===== src/hw/pcrs_map.svh =====
`ifndef PCRS_MAP_SVH
`define PCRS_MAP_SVH

// register word indices, byte address is four times the index
`define PCRS_IDX_PC_LOW     4'h0
`define PCRS_IDX_LAT_HIGH   4'h1
`define PCRS_IDX_LAT_UPPER  4'h2
`define PCRS_IDX_TOP_LOW    4'h3
`define PCRS_IDX_TOP_HIGH   4'h4
`define PCRS_IDX_TOP_UPPER  4'h5
`define PCRS_IDX_STK_INDEX  4'h6
`define PCRS_IDX_STK_CTRL   4'h7

// stack index register fields
`define PCRS_STK_IDX_MSB    4
`define PCRS_STK_FULL_BIT   5
`define PCRS_STK_UNF_BIT    6
`define PCRS_STK_OVF_BIT    7

// stack control register fields
`define PCRS_CTRL_PUSH_BIT  0
`define PCRS_CTRL_POP_BIT   1

// sizes and steps
`define PCRS_STK_DEPTH      5'h1F
`define PCRS_STK_EMPTY      5'h00
`define PCRS_PC_STEP        21'h000002

// reset values
`define PCRS_RST_PC         21'h000000
`define PCRS_RST_LAT_HIGH   8'h00
`define PCRS_RST_LAT_UPPER  5'h00
`define PCRS_RST_INDEX      5'h00

`endif


===== src/hw/pcrs_pkg.sv =====
package pcrs_pkg;

  typedef logic [20:0] pcrs_addr_t;
  typedef logic [4:0]  pcrs_index_t;

  typedef enum logic [2:0] {
    PCRS_OP_NONE,
    PCRS_OP_ADV,
    PCRS_OP_JUMP,
    PCRS_OP_CALL,
    PCRS_OP_INT,
    PCRS_OP_RET
  } pcrs_op_t;

  typedef struct packed {
    logic [31:1][20:0] ent;
  } pcrs_mem_state_t;

  typedef struct packed {
    logic ack;
  } pcrs_slv_state_t;

  typedef struct packed {
    pcrs_addr_t  pc;
    logic [7:0]  lat_high;
    logic [4:0]  lat_upper;
    pcrs_index_t idx;
    logic        full;
    logic        ovf;
    logic        unf;
    logic [31:0] rdata;
  } pcrs_top_state_t;

endpackage


===== src/hw/pcrs_avs_slave.sv =====
`timescale 1ns/1ns
module pcrs_avs_slave (
  input  wire logic ref_clk_i,
  input  wire logic rst_i,
  input  wire logic read_i,
  input  wire logic write_i,
  output logic      waitrequest_o,
  output logic      rd_prep_o,
  output logic      rd_stb_o,
  output logic      wr_stb_o
);
  import pcrs_pkg::*;

  pcrs_slv_state_t st_r;
  pcrs_slv_state_t st_nxt;

  // one wait cycle, then a single ack cycle
  always_comb begin
    st_nxt = st_r;
    st_nxt.ack = (read_i || write_i) && !st_r.ack;
  end

  assign waitrequest_o = !st_r.ack;
  assign rd_prep_o     = read_i && !st_r.ack;
  assign rd_stb_o      = read_i && st_r.ack;
  assign wr_stb_o      = write_i && st_r.ack;

  always_ff @(posedge ref_clk_i or posedge rst_i) begin
    if (rst_i) begin
      st_r <= '0;
    end else begin
      st_r <= st_nxt;
    end
  end
endmodule


===== src/hw/pcrs_stack_mem.sv =====
`timescale 1ns/1ns
`include "pcrs_map.svh"
module pcrs_stack_mem (
  input  wire logic               ref_clk_i,
  input  wire logic               rst_i,
  input  wire logic               wr_en_i,
  input  wire pcrs_pkg::pcrs_index_t wr_idx_i,
  input  wire pcrs_pkg::pcrs_addr_t  wr_data_i,
  input  wire pcrs_pkg::pcrs_index_t rd_idx_i,
  output pcrs_pkg::pcrs_addr_t       rd_data_o
);
  import pcrs_pkg::*;

  pcrs_mem_state_t st_r;
  pcrs_mem_state_t st_nxt;

  // slot zero has no storage and reads as zero
  always_comb begin
    st_nxt = st_r;
    if (wr_en_i && (wr_idx_i != `PCRS_STK_EMPTY)) begin
      st_nxt.ent[wr_idx_i] = wr_data_i;
    end
  end

  assign rd_data_o = (rd_idx_i == `PCRS_STK_EMPTY) ? `PCRS_RST_PC : st_r.ent[rd_idx_i];

  always_ff @(posedge ref_clk_i or posedge rst_i) begin
    if (rst_i) begin
      st_r <= '0;
    end else begin
      st_r <= st_nxt;
    end
  end
endmodule


===== src/hw/pcrs_top.sv =====
//
// Summary of operation
// - fetch pointer is 21 bits in three bytes
// - low byte accessible; high byte via latch only
// - upper bits updated only through upper latch
// - low byte write loads both latches into pointer
// - low byte read copies upper bytes to latches
// - pointer bit zero always reads zero
// - sequential advance adds two
// - jumps and calls load pointer directly
// - up to 31 nested calls and interrupts
// - call and interrupt push the pointer
// - returns pop top entry into pointer
// - call and return leave latches alone
// - stack is 31 by 21 bits, 5-bit index
// - software reads, writes, pushes, pops the stack
// - push increments index, then writes entry
// - pop reads entry, then decrements index
// - reset clears index; slot zero unbacked
// - full, overflow and underflow status bits
// - only top entry visible, as three bytes
//
// Decided for this implementation: the Avalon-MM register port and the register addresses.
`timescale 1ns/1ns
`include "pcrs_map.svh"
module pcrs_top (
  input  wire logic                  ref_clk_i,
  input  wire logic                  rst_i,
  input  wire logic                  seq_adv_i,
  input  wire logic                  jump_i,
  input  wire logic                  call_i,
  input  wire logic                  int_ack_i,
  input  wire logic                  ret_i,
  input  wire pcrs_pkg::pcrs_addr_t  target_i,
  input  wire logic [3:0]            avs_address_i,
  input  wire logic                  avs_read_i,
  input  wire logic                  avs_write_i,
  input  wire logic [31:0]           avs_writedata_i,
  input  wire logic [3:0]            avs_byteenable_i,
  output logic [31:0]                avs_readdata_o,
  output logic                       avs_waitrequest_o,
  output pcrs_pkg::pcrs_addr_t       fetch_pointer_o,
  output pcrs_pkg::pcrs_index_t      return_stack_index_o,
  output logic                       stack_full_o,
  output logic                       stack_overflow_o,
  output logic                       stack_underflow_o
);
  import pcrs_pkg::*;

  pcrs_top_state_t st_r;
  pcrs_top_state_t st_nxt;

  logic        rd_prep;
  logic        rd_stb;
  logic        wr_stb;
  logic        wr_lane0;
  pcrs_op_t    op;
  pcrs_addr_t  top_val;
  logic        mem_we;
  pcrs_index_t mem_widx;
  pcrs_addr_t  mem_wdata;
  logic        core_stk;
  logic        sw_push;
  logic        sw_pop;
  logic        pcl_wr;
  logic        tos_wr;

  function automatic pcrs_addr_t align(input pcrs_addr_t a);
    align = {a[20:1], 1'b0};
  endfunction

  function automatic pcrs_addr_t put_byte(input pcrs_addr_t a, input logic [1:0] sel, input logic [7:0] b);
    pcrs_addr_t r;
    r = a;
    case (sel)
      2'h0: r[7:0] = b;
      2'h1: r[15:8] = b;
      default: r[20:16] = b[4:0];
    endcase
    put_byte = r;
  endfunction

  function automatic logic is_wr(input logic stb, input logic lane, input logic [3:0] adr, input logic [3:0] idx);
    is_wr = stb && lane && (adr == idx);
  endfunction

  pcrs_avs_slave u_slave (
    .ref_clk_i     (ref_clk_i),
    .rst_i         (rst_i),
    .read_i        (avs_read_i),
    .write_i       (avs_write_i),
    .waitrequest_o (avs_waitrequest_o),
    .rd_prep_o     (rd_prep),
    .rd_stb_o      (rd_stb),
    .wr_stb_o      (wr_stb)
  );

  pcrs_stack_mem u_mem (
    .ref_clk_i (ref_clk_i),
    .rst_i     (rst_i),
    .wr_en_i   (mem_we),
    .wr_idx_i  (mem_widx),
    .wr_data_i (mem_wdata),
    .rd_idx_i  (st_r.idx),
    .rd_data_o (top_val)
  );

  assign wr_lane0 = avs_byteenable_i[0];

  // core request priority
  always_comb begin
    if (int_ack_i) begin
      op = PCRS_OP_INT;
    end else if (call_i) begin
      op = PCRS_OP_CALL;
    end else if (ret_i) begin
      op = PCRS_OP_RET;
    end else if (jump_i) begin
      op = PCRS_OP_JUMP;
    end else if (seq_adv_i) begin
      op = PCRS_OP_ADV;
    end else begin
      op = PCRS_OP_NONE;
    end
  end

  assign core_stk = (op == PCRS_OP_INT) || (op == PCRS_OP_CALL) || (op == PCRS_OP_RET);
  assign sw_push  = is_wr(wr_stb, wr_lane0, avs_address_i, `PCRS_IDX_STK_CTRL)
                    && avs_writedata_i[`PCRS_CTRL_PUSH_BIT] && !core_stk;
  assign sw_pop   = is_wr(wr_stb, wr_lane0, avs_address_i, `PCRS_IDX_STK_CTRL)
                    && avs_writedata_i[`PCRS_CTRL_POP_BIT] && !avs_writedata_i[`PCRS_CTRL_PUSH_BIT] && !core_stk;
  assign pcl_wr   = is_wr(wr_stb, wr_lane0, avs_address_i, `PCRS_IDX_PC_LOW);
  assign tos_wr   = wr_stb && wr_lane0 && !core_stk && (st_r.idx != `PCRS_STK_EMPTY)
                    && ((avs_address_i == `PCRS_IDX_TOP_LOW) || (avs_address_i == `PCRS_IDX_TOP_HIGH)
                    || (avs_address_i == `PCRS_IDX_TOP_UPPER));

  always_comb begin
    st_nxt    = st_r;
    mem_we    = 1'b0;
    mem_widx  = st_r.idx;
    mem_wdata = top_val;

    // software side writes of latches, index and flags
    if (is_wr(wr_stb, wr_lane0, avs_address_i, `PCRS_IDX_LAT_HIGH)) begin
      st_nxt.lat_high = avs_writedata_i[7:0];
    end
    if (is_wr(wr_stb, wr_lane0, avs_address_i, `PCRS_IDX_LAT_UPPER)) begin
      st_nxt.lat_upper = avs_writedata_i[4:0];
    end
    if (is_wr(wr_stb, wr_lane0, avs_address_i, `PCRS_IDX_STK_INDEX)) begin
      st_nxt.full = st_r.full && avs_writedata_i[`PCRS_STK_FULL_BIT];
      st_nxt.ovf  = st_r.ovf && avs_writedata_i[`PCRS_STK_OVF_BIT];
      st_nxt.unf  = st_r.unf && avs_writedata_i[`PCRS_STK_UNF_BIT];
      if (!core_stk) begin
        st_nxt.idx = avs_writedata_i[`PCRS_STK_IDX_MSB:0];
      end
    end

    // low byte read snapshots upper bytes into latches
    if (rd_prep && (avs_address_i == `PCRS_IDX_PC_LOW)) begin
      st_nxt.lat_high  = st_r.pc[15:8];
      st_nxt.lat_upper = st_r.pc[20:16];
    end

    // pointer sequencing
    case (op)
      PCRS_OP_INT, PCRS_OP_CALL: begin
        st_nxt.pc = align(target_i);
      end
      PCRS_OP_RET: begin
        st_nxt.pc = align(top_val);
      end
      PCRS_OP_JUMP: begin
        st_nxt.pc = align(target_i);
      end
      PCRS_OP_ADV: begin
        st_nxt.pc = pcl_wr ? {st_r.lat_upper, st_r.lat_high, avs_writedata_i[7:1], 1'b0}
                           : align(st_r.pc + `PCRS_PC_STEP);
      end
      default: begin
        if (pcl_wr) begin
          st_nxt.pc = {st_r.lat_upper, st_r.lat_high, avs_writedata_i[7:1], 1'b0};
        end
      end
    endcase

    // push: index first, then entry gets the pointer
    if ((op == PCRS_OP_INT) || (op == PCRS_OP_CALL) || sw_push) begin
      if (st_r.idx == `PCRS_STK_DEPTH) begin
        st_nxt.ovf = 1'b1;
        st_nxt.idx = st_r.idx;
      end else begin
        st_nxt.idx = st_r.idx + 5'h01;
        mem_we     = 1'b1;
        mem_widx   = st_r.idx + 5'h01;
        mem_wdata  = st_r.pc;
        if (st_r.idx == (`PCRS_STK_DEPTH - 5'h01)) begin
          st_nxt.full = 1'b1;
        end
      end
    end

    // pop: entry already read out, then index drops
    if ((op == PCRS_OP_RET) || sw_pop) begin
      if (st_r.idx == `PCRS_STK_EMPTY) begin
        st_nxt.unf = 1'b1;
        st_nxt.idx = st_r.idx;
      end else begin
        st_nxt.idx = st_r.idx - 5'h01;
      end
    end

    // top entry byte writes keep the index
    if (tos_wr) begin
      mem_we    = 1'b1;
      mem_widx  = st_r.idx;
      case (avs_address_i)
        `PCRS_IDX_TOP_LOW:  mem_wdata = put_byte(top_val, 2'h0, avs_writedata_i[7:0]);
        `PCRS_IDX_TOP_HIGH: mem_wdata = put_byte(top_val, 2'h1, avs_writedata_i[7:0]);
        default:            mem_wdata = put_byte(top_val, 2'h2, avs_writedata_i[7:0]);
      endcase
    end

    // read data prepared during the wait cycle
    if (rd_prep) begin
      case (avs_address_i)
        `PCRS_IDX_PC_LOW:    st_nxt.rdata = {24'h000000, st_r.pc[7:1], 1'b0};
        `PCRS_IDX_LAT_HIGH:  st_nxt.rdata = {24'h000000, st_r.lat_high};
        `PCRS_IDX_LAT_UPPER: st_nxt.rdata = {27'h0000000, st_r.lat_upper};
        `PCRS_IDX_TOP_LOW:   st_nxt.rdata = {24'h000000, top_val[7:0]};
        `PCRS_IDX_TOP_HIGH:  st_nxt.rdata = {24'h000000, top_val[15:8]};
        `PCRS_IDX_TOP_UPPER: st_nxt.rdata = {27'h0000000, top_val[20:16]};
        `PCRS_IDX_STK_INDEX: st_nxt.rdata = {24'h000000, st_r.ovf, st_r.unf, st_r.full, st_r.idx};
        default:             st_nxt.rdata = 32'h00000000;
      endcase
    end
  end

  always_ff @(posedge ref_clk_i or posedge rst_i) begin
    if (rst_i) begin
      st_r.pc        <= `PCRS_RST_PC;
      st_r.lat_high  <= `PCRS_RST_LAT_HIGH;
      st_r.lat_upper <= `PCRS_RST_LAT_UPPER;
      st_r.idx       <= `PCRS_RST_INDEX;
      st_r.full      <= 1'b0;
      st_r.ovf       <= 1'b0;
      st_r.unf       <= 1'b0;
      st_r.rdata     <= 32'h00000000;
    end else begin
      st_r <= st_nxt;
    end
  end

  assign avs_readdata_o       = st_r.rdata;
  assign fetch_pointer_o      = st_r.pc;
  assign return_stack_index_o = st_r.idx;
  assign stack_full_o         = st_r.full;
  assign stack_overflow_o     = st_r.ovf;
  assign stack_underflow_o    = st_r.unf;
endmodule

===== config.mk =====
export PLATFORM = sky130hd
export DESIGN_NAME = pcrs_top
export DESIGN_NICKNAME = d
export VERILOG_FILES = /design/src/hw/pcrs_pkg.sv /design/src/hw/pcrs_avs_slave.sv /design/src/hw/pcrs_stack_mem.sv /design/src/hw/pcrs_top.sv
export VERILOG_INCLUDE_DIRS = /design/src /design/src/hw
export SDC_FILE = /design/constraint.sdc
export NUM_CORES = 2
export LEC_CHECK = 0
export ABC_AREA = 1
export BUFFER_PORTS_ARGS = -buffer_cell sky130_fd_sc_hd__buf_4
export CAP_MARGIN = 20
export CELL_PAD_IN_SITES_DETAIL_PLACEMENT = 0
export CELL_PAD_IN_SITES_GLOBAL_PLACEMENT = 1
export CORE_UTILIZATION = 42
export CTS_CLUSTER_SIZE = 24
export DETAILED_ROUTE_END_ITERATION = 12
export PLACE_DENSITY_LB_ADDON = 0.3
export SLEW_MARGIN = 20
export SYNTH_ARGS = -nofsm -noshare
export SYNTH_HDL_FRONTEND = slang
export SYNTH_SLANG_ARGS = --single-unit

===== constraint.sdc =====
create_clock -name ref_clk_i -period 23.3 [get_ports ref_clk_i]
set_input_delay 4.66 -clock ref_clk_i [delete_from_list [all_inputs] [get_ports ref_clk_i]]
set_output_delay 4.66 -clock ref_clk_i [all_outputs]
set_load 0.05 [all_outputs]

==> metrics list <==
- The number of global-route vias before repair is 34731.
- The number of antenna violations at the first check in global routing is 1.
- IO Pins: 132
- Filler-free cell count of the finished design: 6552
- The tightest hold path in the finished design has a slack of 0.474 ns.
- Resize count post-CTS: 0
* Top-area cell type share of the netlist area: 45.2%
* End point of the critical path: u_mem.st_r[183]$_DFFE_PP0P_
* P_int: 3.07 mW
- Worst slack at placement: 14.30 ns
- The design draws 5.52 mW.
- The worst register-to-register path has a depth of 12.
* Buffer depth of the longest clock path: 3
- The first global-routing pass estimated 225000 um of wire.
- The final layout contains routed wiring with a total length of 150000 um.
- The initialized floorplan defines 111 standard-cell rows.
- Post-detailed-route via-to-cell ratio: 5.71
- Synthesis produced 5496 cells.
* Status: finished, final reports clean
* Origin of the critical flop-to-flop path: return_stack_index_o[0]$_DFFE_PP0P_
* Starting density of the core: 42.4%
- PD cells: 131 nW/um2
- Clk network pwr share: 23.9%
- Die area: 93500 um2
- Number of CTS-inserted buffers: 80
- Derived from the worst setup path, the maximum achievable clock frequency is 118 MHz.
* Sort of element at the start of the critical path: input pin
- Along the worst path, the maximum fanout reaches 70.
- In this run the standard cell core region covers 91500 um2.
- Number of distinct library cells after synthesis: 44
* Required @ worst endpoint: 23.82 ns
- TritonCTS built the clock tree.
* Worst r2r dst: u_mem.st_r[183]$_DFFE_PP0P_
- Number of design-rule violations left by the first detailed-router iteration: 4151
- Setup slack on the critical path of the routed design comes to 14.80 ns.
- Before antenna repair, the detailed router went through 6 iterations.
* Worst-skew pair later-pin latency: 0.65 ns
* Category of the critical setup timing path: in -> reg
- Horizontal die dimension: 306 um
* Placed Cells incl. Taps: 6400
- After synthesis, the mean cell area works out to 7.06 um2.
- The routed design could run at a clock period as short as 8.50 ns.
* Clock sink total: 701
- Average wire length per cell after detail routing: 22.9 um
* Leakage power total: 22.1 nW
* Clock edge transition at the registers on the reported setup and hold paths: 0.06 ns
- In this run the worst setup path begins at call_i.
* Most frequently used flop master after synthesis: dfrtp_1
- Class of the most critical hold timing path: reg -> reg
- The number of hold buffers added after CTS was 0.
* Total of endpoints with negative setup slack in the final report: 0
* Nets: 5375
- Finished Cell Area: 42300 um2
- Placement Cell Area: 39500 um2
* Setup slack of the most critical reg-to-reg path: 17.58 ns
- Gr ovfl total: 0
- Combinational Power Share: 41.1%
- The routed layout has 37387 vias.
* Total negative slack for setup checks: 0 ns
- dfrtp_1 takes more of the synthesized area than any other cell.
* Level count of the clock H-tree: 3
- The floorplan step set the die height to 306 um.
- Registers are responsible for 34.9% of the overall power.
* Setup Skew: 0.0210 ns
- In this run the remaining antenna-violating nets after routing total 0.
- In the synthesized netlist the async set-or-reset flop fraction comes to 100%.
- Entering global routing, the biggest net connects 176 pins.
- Dominant cells by area after synthesis: dfrtp_1, nand2_1, nand3_1, o21ai_0, nor2_1
- Compared with the post-synthesis result, the final layout area differs by 8.96%.
* Fin util: 46.2%
* Netlist Area Pre-Place: 38800 um2
* Unrepaired setup endpoints after global routing: false
- Number of remaining DRC errors: 0
* Final clock period utilization by the worst path: 36.5%
- Final weighted congestion in routability-driven placement: 0.924
- Number of synthesized flops with an enable pin: 0
* Final count of pins violating max slew: 0
- For the pin with the worst max-slew slack, the measured transition is 1.20 ns.
- Once the clock tree was built, the setup fixing pass inserted 0 buffers.
* Total routing resource utilization after global routing: 31.8%
* Count of port buffers added during placement: 78
- Detailed placement ended at an HPWL of 84700 um.
- The cell sitting at the root of the clock tree is a clkbuf_16.
- Net switching share of the total power: 44.4%
- Commonest cells in the synthesized netlist: nand2_1, nand3_1, dfrtp_1, o21ai_0, nor2_1
* Data arrival time of the critical path: 9.02 ns
- Power spent charging and discharging nets: 2.45 mW
* Normalized max-slew margin: 20.0%
- Total inserted antenna cells: 0
* Max IR drop VDD: 0.167 mV
- The final count of hold timing violations came to 0.
- Max cap viols: 0
- Critical path endpoint category: register
* Yosys synthesis warning count: 0
* Fraction of layout instances using a drive strength above 1: 7.77%
- The synthesized design contains 701 register bits.
- Most used standard cell by instance count after synthesis: nand2_1
- The share of the Yosys chip area taken by registers is 45.2%.
[layout make-up]
type,instances,area [um2]
Clock buffer,117,2340
Clock inverter,30,353
Fill cell,9246,49300
Inverter,327,1240
Multi-Input combinational cell,4024,17900
Sequential cell,701,17600
Tap cell,1186,1480
Timing Repair Buffer,167,1390
[metal layers]
metal | part of all wire, % | global-route usage, % | routed length [um]
met5 | 0.0073 | 0 | 11
met4 | 4.2 | 12.9 | 6290
met3 | 8.9 | 5.39 | 13400
met2 | 43 | 47.6 | 64900
met1 | 44 | 45.5 | 65500
[power by group through the flow]
stage                     Clock, mW  Combinational (mW)  Sequential (mW)
final                          1.32                2.27             1.93
after global routing           1.38                2.49             1.98
after CTS                      1.33                2.22             1.92
after detailed placement          0                2.21             1.94
after global placement            0                2.19             1.93
after floorplan                   0                1.55             1.88
[worst min path at each step]
stage                     depth (start not counted)  slack, ns                         from                     endpoint
after global placement                            2       0.46  u_mem.st_r[380]$_DFFE_PP0P_  u_mem.st_r[380]$_DFFE_PP0P_
after detailed placement                          2       0.46  u_mem.st_r[383]$_DFFE_PP0P_  u_mem.st_r[383]$_DFFE_PP0P_
after floorplan                                   2       0.44  u_mem.st_r[574]$_DFFE_PP0P_  u_mem.st_r[574]$_DFFE_PP0P_
final                                             2       0.47  u_mem.st_r[393]$_DFFE_PP0P_  u_mem.st_r[393]$_DFFE_PP0P_
after CTS                                         2       0.48  u_mem.st_r[383]$_DFFE_PP0P_  u_mem.st_r[383]$_DFFE_PP0P_
after global routing                              2       0.49  u_mem.st_r[321]$_DFFE_PP0P_  u_mem.st_r[321]$_DFFE_PP0P_
[flip-flops by register name (all words and copies together), names as in the netlist]
name / count
u_slave.st_r: 1
stack_full_o: 1
st_r: 13
fetch_pointer_o: 20
u_mem.st_r: 651
return_stack_index_o: 5
stack_overflow_o: 1
avs_readdata_o: 8
stack_underflow_o: 1
[critical path, stage by stage]
cell     delay [ns]
buf_4          0.13
nor2_4         0.24
nand2_2        0.29
nand3_2        0.20
nand2_4        0.19
nand2_2        0.54
nand2_4        0.19
nand3_4        0.43
buf_4          0.87
buf_4          0.52
nor2_2         0.22
buf_4          0.29
nand3_1        0.12
nand2_1        0.07
[cells in the final DEF (no fill, tap or decap), types with 6 or more instances in the layout]
cell,count
a21oi_1,82
o21bai_4,6
nor2_1,396
clkbuf_16,82
nand2_1,2023
inv_1,300
bufinv_16,7
clkinv_2,17
o21ai_1,62
nand4_1,14
dfrtp_1,698
xor2_1,7
buf_12,6
nand3_1,842
clkbuf_8,16
o21ai_4,10
nor2_2,16
buf_4,156
nand3_4,10
o22ai_1,8
nor2_4,18
o211ai_1,31
o21ai_0,410
clkbuf_1,19
nand2_2,12
inv_2,23
conb_1,25
nand3_2,10
[cell families (layout without fill, tap and decap cells)]
kind of cell,Yosys count,in the layout,synth area share (%)
buf+inv,795,641,9.28
simple gates,3356,3356,36.4
flops,701,701,45.2
compound gates,628,628,8.73
fa+ha+maj,4,4,0.129
xor+xnor,11,11,0.248
other cells,1,25,0.00967
Power figures use the tool's default switching activity.
